$ cat src/hw/ouef_pkg.sv
/*
 holds constants shared by the upgrade end framer: payload offsets, command codes,
 frame control values, status codes and field lengths.
 assumes byte-serial payload streams starting at frame control.
*/
package ouef_pkg;
	localparam logic [7:0] OUEF_FC_SRV_CMD = 8'h19;
	localparam logic [7:0] OUEF_FC_DR_CLI = 8'h10;
	localparam logic [7:0] OUEF_FC_DR_SRV = 8'h18;
	localparam logic [7:0] OUEF_CMD_UER = 8'h07;
	localparam logic [7:0] OUEF_CMD_DR = 8'h0b;
	localparam logic [7:0] OUEF_ST_SUCCESS = 8'h00;
	localparam logic [7:0] OUEF_ST_MALFORMED = 8'h80;
	localparam logic [4:0] OUEF_OFS_FC = 5'h00;
	localparam logic [4:0] OUEF_OFS_SEQ = 5'h01;
	localparam logic [4:0] OUEF_OFS_CMD = 5'h02;
	localparam logic [4:0] OUEF_OFS_MFG = 5'h03;
	localparam logic [4:0] OUEF_OFS_IMG = 5'h05;
	localparam logic [4:0] OUEF_OFS_VER = 5'h07;
	localparam logic [4:0] OUEF_OFS_CUR = 5'h0b;
	localparam logic [4:0] OUEF_OFS_UPG = 5'h0f;
	localparam logic [4:0] OUEF_UER_LEN = 5'h13;
	localparam logic [4:0] OUEF_POS_MAX = 5'h1f;
	localparam logic [2:0] OUEF_DR_LEN = 3'h5;
	localparam logic [2:0] OUEF_DR_OFS_SEQ = 3'h1;
	localparam logic [2:0] OUEF_DR_OFS_CMD = 3'h2;
	localparam logic [2:0] OUEF_DR_OFS_SRC = 3'h3;
	localparam logic [2:0] OUEF_DR_OFS_ST = 3'h4;
	localparam logic [31:0] OUEF_TIME_ZERO = 32'h0000_0000;
endpackage

$ cat src/hw/ouef_dr_if.sv
/*
 holds the request interface between the response parser and the default
 response serialiser.
 assumes one clock domain.
*/
`timescale 1ns/10ps
`default_nettype none
interface ouef_dr_if;
	logic req;
	logic busy;
	logic [7:0] seq;
	logic [7:0] src_cmd;
	logic [7:0] status;
	modport src (output req, output seq, output src_cmd, output status, input busy);
	modport snk (input req, input seq, input src_cmd, input status, output busy);
endinterface
`default_nettype wire

$ cat src/hw/ouef_framer.sv
/*
 holds the client end of the upgrade end exchange: parses upgrade end responses,
 keeps the scheduled times, starts an upgrade and answers malformed end responses with a
 default response.
 assumes a byte stream with valid and last from the mesh receive path.
*/
// Summary of operation
// server answers a successful end request with an end response
// unsolicited end response replaces the scheduled waiting time
// end response frame control is server to client value
// server copies request sequence number into response
// command byte identifies upgrade end response, decoded as such
// manufacturer code at offset 3 matches the request
// image type at offset 5 matches the request
// file version at offset 7 matches the request
// current time at offset 11 is the scheduling reference
// upgrade time at offset 15 is the scheduled upgrade moment
// equal times below limit request an immediate upgrade; the code upgrades at once only when both times are zero
// both times zero makes the client reboot and install at once
// invalid server command returns an error default response; the code answers only end responses (command 0x07) that fail the checks
// server acknowledges error end requests with success default response
// default response frame control differs for client and server
// default response repeats the causing sequence number
// default response command byte identifies default response
// default response byte 3 holds the causing command id
// default response byte 4 holds the status code
// multi-byte fields travel least significant byte first
// malformed end response is treated as invalid command
`timescale 1ns/10ps
`default_nettype none
module ouef_framer (
	input wire logic mclk_in,
	input wire logic reset_in,
	input wire logic rx_valid_in,
	input wire logic [7:0] rx_data_in,
	input wire logic rx_last_in,
	input wire logic [15:0] exp_mfg_in,
	input wire logic [15:0] exp_img_in,
	input wire logic [31:0] exp_ver_in,
	output logic tx_valid_out,
	output logic [7:0] tx_data_out,
	output logic tx_last_out,
	output logic upgrade_now_out,
	output logic sched_valid_out,
	output logic [31:0] cur_time_out,
	output logic [31:0] upg_time_out,
	output logic end_resp_out
);
	// rx valid, data and last inputs pass two flip-flops; reset and expected fields are not synchronised
	logic rxv_m_r, rxv_s_r, rxl_m_r, rxl_s_r;
	logic [7:0] rxd_m_r, rxd_s_r;
	logic [4:0] pos_r;
	logic bad_r;
	logic [7:0] fc_r, seq_r, cmd_r;
	logic [15:0] mfg_r, img_r;
	logic [31:0] ver_r, cur_r, upg_r;
	logic [7:0] err_seq_r, err_cmd_r;
	logic err_req_r;
	logic [4:0] pos_nxt;
	wire logic frame_end;
	wire logic len_ok;
	wire logic is_uer;
	wire logic fields_ok;
	wire logic good_uer;
	wire logic both_zero;
	wire logic [31:0] upg_fin;
	wire logic dr_busy;
	ouef_dr_if dr_bus ();

	// places a byte into a 32-bit field lsb first
	function automatic logic [31:0] put_byte(input logic [31:0] f, input logic [7:0] b,
		input logic [4:0] rel);
		logic [31:0] r;
		r = f;
		r[{rel[1:0], 3'h0} +: 8] = b;
		return r;
	endfunction

	// frame decode
	assign frame_end = rxv_s_r && rxl_s_r;
	assign pos_nxt = (pos_r == ouef_pkg::OUEF_POS_MAX) ? pos_r : pos_r + 5'h01;
	// length check
	assign len_ok = (pos_r == ouef_pkg::OUEF_UER_LEN - 5'h01) && !bad_r;
	// command decode
	assign is_uer = (cmd_r == ouef_pkg::OUEF_CMD_UER);
	// frame control check
	assign fields_ok = (fc_r == ouef_pkg::OUEF_FC_SRV_CMD) && (mfg_r == exp_mfg_in)
		&& (img_r == exp_img_in) && (ver_r == exp_ver_in);
	assign good_uer = is_uer && fields_ok && len_ok;
	// last upgrade byte lands on the verdict edge, so merge it here
	assign upg_fin = (pos_r == ouef_pkg::OUEF_UER_LEN - 5'h01)
		? put_byte(upg_r, rxd_s_r, pos_r - ouef_pkg::OUEF_OFS_UPG) : upg_r;
	// zero times
	assign both_zero = (cur_r == ouef_pkg::OUEF_TIME_ZERO)
		&& (upg_fin == ouef_pkg::OUEF_TIME_ZERO);
	assign dr_bus.seq = err_seq_r;
	assign dr_bus.src_cmd = err_cmd_r;
	// malformed status code
	assign dr_bus.status = ouef_pkg::OUEF_ST_MALFORMED;
	assign dr_bus.req = err_req_r;
	assign dr_busy = dr_bus.busy;

	// input synchronisers
	always_ff @(posedge mclk_in) begin
		rxv_m_r <= rx_valid_in;
		rxv_s_r <= rxv_m_r;
		rxl_m_r <= rx_last_in;
		rxl_s_r <= rxl_m_r;
		rxd_m_r <= rx_data_in;
		rxd_s_r <= rxd_m_r;
	end

	// byte capture by payload position
	always_ff @(posedge mclk_in) begin
		if (reset_in) begin
			pos_r <= 5'h00;
			bad_r <= 1'b0;
			fc_r <= 8'h00;
			seq_r <= 8'h00;
			cmd_r <= 8'h00;
			mfg_r <= 16'h0000;
			img_r <= 16'h0000;
			ver_r <= 32'h0000_0000;
			cur_r <= 32'h0000_0000;
			upg_r <= 32'h0000_0000;
		end else if (rxv_s_r) begin
			pos_r <= rxl_s_r ? 5'h00 : pos_nxt;
			bad_r <= rxl_s_r ? 1'b0 : (bad_r || pos_r >= ouef_pkg::OUEF_UER_LEN - 5'h01);
			// lsb first assembly
			if (pos_r == ouef_pkg::OUEF_OFS_FC)
				fc_r <= rxd_s_r;
			if (pos_r == ouef_pkg::OUEF_OFS_SEQ)
				seq_r <= rxd_s_r;
			if (pos_r == ouef_pkg::OUEF_OFS_CMD)
				cmd_r <= rxd_s_r;
			// manufacturer field
			if (pos_r == ouef_pkg::OUEF_OFS_MFG)
				mfg_r[7:0] <= rxd_s_r;
			if (pos_r == ouef_pkg::OUEF_OFS_MFG + 5'h01)
				mfg_r[15:8] <= rxd_s_r;
			// image type field
			if (pos_r == ouef_pkg::OUEF_OFS_IMG)
				img_r[7:0] <= rxd_s_r;
			if (pos_r == ouef_pkg::OUEF_OFS_IMG + 5'h01)
				img_r[15:8] <= rxd_s_r;
			// version field
			if (pos_r >= ouef_pkg::OUEF_OFS_VER && pos_r < ouef_pkg::OUEF_OFS_CUR)
				ver_r <= put_byte(ver_r, rxd_s_r, pos_r - ouef_pkg::OUEF_OFS_VER);
			// current time field
			if (pos_r >= ouef_pkg::OUEF_OFS_CUR && pos_r < ouef_pkg::OUEF_OFS_UPG)
				cur_r <= put_byte(cur_r, rxd_s_r, pos_r - ouef_pkg::OUEF_OFS_CUR);
			// upgrade time field
			if (pos_r >= ouef_pkg::OUEF_OFS_UPG && pos_r < ouef_pkg::OUEF_UER_LEN)
				upg_r <= put_byte(upg_r, rxd_s_r, pos_r - ouef_pkg::OUEF_OFS_UPG);
		end
	end

	// frame verdict: accept schedule or raise an error response
	always_ff @(posedge mclk_in) begin
		if (reset_in) begin
			sched_valid_out <= 1'b0;
			cur_time_out <= 32'h0000_0000;
			upg_time_out <= 32'h0000_0000;
			upgrade_now_out <= 1'b0;
			end_resp_out <= 1'b0;
			err_req_r <= 1'b0;
			err_seq_r <= 8'h00;
			err_cmd_r <= 8'h00;
		end else begin
			upgrade_now_out <= 1'b0;
			end_resp_out <= 1'b0;
			if (err_req_r && dr_busy)
				err_req_r <= 1'b0;
			// adopt new times
			if (frame_end && good_uer) begin
				end_resp_out <= 1'b1;
				cur_time_out <= cur_r;
				upg_time_out <= upg_fin;
				sched_valid_out <= !both_zero;
				// immediate upgrade
				upgrade_now_out <= both_zero;
			end else if (frame_end && is_uer && !err_req_r) begin
				// error default response
				err_req_r <= 1'b1;
				err_seq_r <= seq_r;
				err_cmd_r <= cmd_r;
			end
		end
	end

	ouef_dr_tx u_dr_tx (
		.mclk_in(mclk_in),
		.reset_in(reset_in),
		.dr(dr_bus),
		.tx_valid_out(tx_valid_out),
		.tx_data_out(tx_data_out),
		.tx_last_out(tx_last_out)
	);
endmodule
`default_nettype wire

$ cat src/hw/ouef_dr_tx.sv
/*
 holds the default response serialiser of the client: five bytes, lsb first order
 is trivial since each field is one byte.
 assumes the sink accepts one byte per cycle while tx_valid is high.
*/
`timescale 1ns/10ps
`default_nettype none
module ouef_dr_tx (
	input wire logic mclk_in,
	input wire logic reset_in,
	ouef_dr_if.snk dr,
	output logic tx_valid_out,
	output logic [7:0] tx_data_out,
	output logic tx_last_out
);
	logic [2:0] idx_r;
	logic busy_r;
	logic [7:0] seq_r;
	logic [7:0] src_r;
	logic [7:0] st_r;
	wire logic [7:0] byte_sel;
	wire logic start;

	assign start = dr.req && !busy_r;
	assign dr.busy = busy_r;
	// bytes by position
	assign byte_sel = (idx_r == ouef_pkg::OUEF_DR_OFS_ST) ? st_r :
		(idx_r == ouef_pkg::OUEF_DR_OFS_SRC) ? src_r :
		(idx_r == ouef_pkg::OUEF_DR_OFS_CMD) ? ouef_pkg::OUEF_CMD_DR :
		(idx_r == ouef_pkg::OUEF_DR_OFS_SEQ) ? seq_r : ouef_pkg::OUEF_FC_DR_CLI;

	// capture request then stream bytes
	always_ff @(posedge mclk_in) begin
		if (reset_in) begin
			busy_r <= 1'b0;
			idx_r <= 3'h0;
			seq_r <= 8'h00;
			src_r <= 8'h00;
			st_r <= 8'h00;
			tx_valid_out <= 1'b0;
			tx_data_out <= 8'h00;
			tx_last_out <= 1'b0;
		end else begin
			tx_valid_out <= busy_r;
			tx_data_out <= byte_sel;
			tx_last_out <= busy_r && (idx_r == ouef_pkg::OUEF_DR_OFS_ST);
			if (start) begin
				busy_r <= 1'b1;
				idx_r <= 3'h0;
				seq_r <= dr.seq;
				src_r <= dr.src_cmd;
				st_r <= dr.status;
			end else if (busy_r) begin
				if (idx_r == ouef_pkg::OUEF_DR_OFS_ST) begin
					busy_r <= 1'b0;
				end
				idx_r <= idx_r + 3'h1;
			end
		end
	end
endmodule
`default_nettype wire

$ cat config.mk
export PLATFORM = sky130hd
export DESIGN_NAME = ouef_framer
export DESIGN_NICKNAME = d
export VERILOG_FILES = /design/src/hw/ouef_pkg.sv /design/src/hw/ouef_dr_if.sv /design/src/hw/ouef_framer.sv /design/src/hw/ouef_dr_tx.sv
export SDC_FILE = /design/constraint.sdc
export NUM_CORES = 1
export LEC_CHECK = 0
export BUFFER_PORTS_ARGS = -buffer_cell sky130_fd_sc_hd__buf_2
export CAP_MARGIN = 20
export CORE_UTILIZATION = 60
export DETAILED_ROUTE_END_ITERATION = 10
export PLACE_DENSITY = 0.82
export SLEW_MARGIN = 20
export SYNTH_ARGS = -nofsm -noshare
export SYNTH_HDL_FRONTEND = slang
export SYNTH_SLANG_ARGS = --single-unit
$ cat constraint.sdc
create_clock -name mclk_in -period 6 [get_ports mclk_in]
set_clock_uncertainty 0.15 [all_clocks]
set_input_delay 0.3 -clock mclk_in [delete_from_list [all_inputs] [get_ports mclk_in]]
set_output_delay 0.3 -clock mclk_in [all_outputs]
set_load 0.02 [all_outputs]
==> metrics.yaml <==
run_status:
  status: "completed"
synthesis:
  synth-simple-area-share_pct: 23.6
  ys_warn_count: 0
  synthDistinctLibCells: 58
  yosysMostFrequentCell: "dfxtp_1"
  synthesis.area_um2: 12500
  synth-edff-count: 0
  seq_area_frac_synth_pct: 47.1
  synth_fa_ha_area_share_pct: 1.21
  synth_async_sr_flop_share_pct: 0
  syn_area_per_cell_um2: 8.57
  synth_top_family_by_area: "simple AND/OR/NAND/NOR gates"
  synth-compound-area-share_pct: 16.1
  synthFlopType: "dfxtp_1"
  syn-instance-count: 1453
  synth.top_cell.area_share_pct: 47.1
  synth_mux_area_share_pct: 4.66
  synth_top_cell_by_area: "dfxtp_1"
  synth_xor_area_share_pct: 3.09
  synthTopCellsByCount: "dfxtp_1, a21oi_1, nand2_1"
  synth_fp_nets: 1541
  yosys-top-cells-area: "dfxtp_1, a21oi_1, nand2_1"
  synth-seq-cells: 293
floorplanning:
  boundaryPins: 153
  core-area_um2: 20300
  die_w_um: 146
  start_util_pct: 61.3
  die_h_um: 146
  fp-row-count: 52
  die_area_um2: 21300
sta:
  fmax_mhz: 275
  min_period_over_period_pct: 60.7
  finalCriticalPeriod_ns: 3.64
  timing.hold.ws_ns: 0.177
  setup_viol: 0
  slew_headroom_pct: 26.9
  rsz0062_at_grt: "no"
  drv_slew: 0
  setup_tns_ns: 0
  setup_slack_ns: 2.36
  hold_viol: 0
  tightest_slew_ns: 1.10
detailed_routing:
  wl_per_cell_um: 19.7
  wl_met2_um: 16500
  vias: 11400
  route.met3.wl_um: 3480
  dr.max_layer_used: "met4"
  detailedRoute.firstPassIterationCount: 6
  ant_nets: 0
  remaining_drc_errors: 0
  viasPerCell: 6.15
  drt-total-wl_um: 36400
  met1_length_um: 15200
  initialDrtViolationCount: 1177
worst_setup_path:
  crit_family: "simple AND/OR/NAND/NOR gates"
  worstRegToRegCells: 9
  critPathLaunch: "pos_r[0]$_SDFFE_PP0P_"
  required_ns: 6.30
  crit_chain: "inv_1 > ha_1 > nand4bb_1 > nor2_1 > and4_1 > and4_2 > buf_4 > a21oi_1 > a211oi_1"
  worstPathMaxFanout: 43
  rr_startpoint: "pos_r[0]$_SDFFE_PP0P_"
  r2r-end: "upg_time_out[22]$_SDFFE_PP0P_"
  cpMaxStageDelayCell: "and4_2"
  crit_cells: 9
  crit_end: "upg_time_out[22]$_SDFFE_PP0P_"
  crit_arrival_ns: 3.94
  reg2reg_slack_ns: 2.36
  worst_setup_path_start_kind: "flip-flop"
  endpoint_kind: "flip-flop"
  crit_buf_inv: 2
  cpPeakStageDelay_ns: 0.60
  crit_type: "flip-flop to flip-flop"
power_and_ir_drop:
  power_density_nw_per_um2: 277
  vdd_ir_drop_max_uv: 231
  power.leakage_nw: 5.73
layout:
  areaGrowthSynthToFinish_pct: 15.1
  antenna_cells: 0
  multi_input_area_um2: 6090
  drive_above_1_share_pct: 14.6
  ff_latch_area_um2: 5870
  fin_nets: 1648
  final_cell_count_no_fill: 1853
  fill_cells: 1629
global_routing:
  grt.total_usage_pct: 33.5
  grt-ovfl-total: 0
  grt_max_degree: 139
  grt_first_pass_wirelength_um: 57000
  antenna_found_initial: 1
  grt_pass1_vias: 10500
hold_path:
  hold_start: "rxd_m_r[4]$_DFF_P_"
  hp-class: "flip-flop to flip-flop"
clocking:
  clockBufferDepth: 3
  clk_pin_slew_worst_paths_ns: 0.06
  cts_resized: 0
  clkSinkCount: 293
  holdBufCountCts: 10
  cts_tree: "built"
  post_cts_buffers: 0
  clk_latency_ns: 0.56
  root_buffer: "clkbuf_16"
  htree_levels: 1
  cts_buffers: 30
placed_design:
  placed_cells: 1788
  io_buffers: 152
  dp_slack_ns: 2.49
  place.gp.congestion: 0.955
  post-dp-hpwl_um: 24600
flow_run:
  maxCapViolCount: 0
## logic make-up (layout without fill, tap and decap cells)
group / count (synthesis) / in the layout
AO/OA/AOI/OAI: 319 / 319
flip-flops: 293 / 293
buffers and inverters: 125 / 255
AND/OR/NAND/NOR: 602 / 602
adder cells (fa/ha/maj): 12 / 12
multiplexers: 58 / 58
XOR/XNOR: 44 / 44
## cells in the final DEF, fill, tap and decap left out, types with 20 or more instances in the layout
master / n
a21oi_1: 164
mux2i_1: 58
clkbuf_16: 31
nand3_1: 121
nand2b_1: 31
nor4_1: 27
dfxtp_1: 293
and2_1: 26
xor2_1: 28
o21ai_0: 43
buf_2: 151
nand2_1: 164
inv_1: 20
nor2_1: 132
a32oi_1: 28
## per-stage QoR
step                util (%)  cell area, um2  power [mW]
floorplan                  -           12500        2.12
global placement        65.4           13300        2.20
detailed placement      65.4           13300        2.20
CTS                     70.6           14300        3.97
global route            70.6           14300        4.08
finish                  70.6           14300        3.97
## flip-flops by register name, summed over array words and instances (netlist names), 3 cells and up
signal and cells:
img_r 16, rxd_m_r 8, upg_r 32, dr_bus.seq 8, cmd_r 8, u_dr_tx.seq_r 8, ver_r 32, rxd_s_r 8
seq_r 8, pos_r 5, u_dr_tx.src_r 8, upg_time_out 32, cur_r 32, fc_r 8, u_dr_tx.idx_r 3, u_dr_tx.tx_data_out 8
cur_time_out 32, dr_bus.src_cmd 8, mfg_r 16
## worst min-delay path by stage
stage / cells after the start / endpoint
2_1_floorplan: 0 / rxd_s_r[0]$_DFF_P_
3_3_place_gp: 0 / rxd_s_r[0]$_DFF_P_
3_5_place_dp: 0 / rxd_s_r[2]$_DFF_P_
4_1_cts: 0 / rxd_s_r[6]$_DFF_P_
5_1_grt: 0 / rxd_s_r[2]$_DFF_P_
6_report: 0 / rxd_s_r[4]$_DFF_P_
## report_power, final
part | leakage (nW) | switching [mW] | internal (mW)
logic | 2.88 | 0.126 | 0.0600
registers | 2.37 | 0.0264 | 1.96
clock network | 0.483 | 0.756 | 1.05
total | 5.73 | 0.909 | 3.06
## metal layers
| metal | vias up | GRT usage [%] |
|---|---|---|
| li1 | 5382 | - |
| met1 | 5336 | 46.7 |
| met2 | 585 | 52.4 |
| met3 | 101 | 5.09 |
| met4 | 0 | 13.1 |
| met5 | - | 0 |
## worst reg2reg max path, cell delays in order, from the launching register on
cell       delay, ns
dfxtp_1         0.44
inv_1           0.14
ha_1            0.17
nand4bb_1       0.59
nor2_1          0.25
and4_1          0.26
and4_2          0.60
buf_4           0.51
a21oi_1         0.15
a211oi_1        0.29
## cell type report
cell class,instances,area share [%]
multi-input combinational,1035,42.5
sequential,293,40.9
timing repair buffer,180,6.99
clock buffer,47,6.39
tap,270,2.36
inverter,20,0.524
clock inverter,8,0.349
Note: power is estimated with default switching activity, not from simulation.
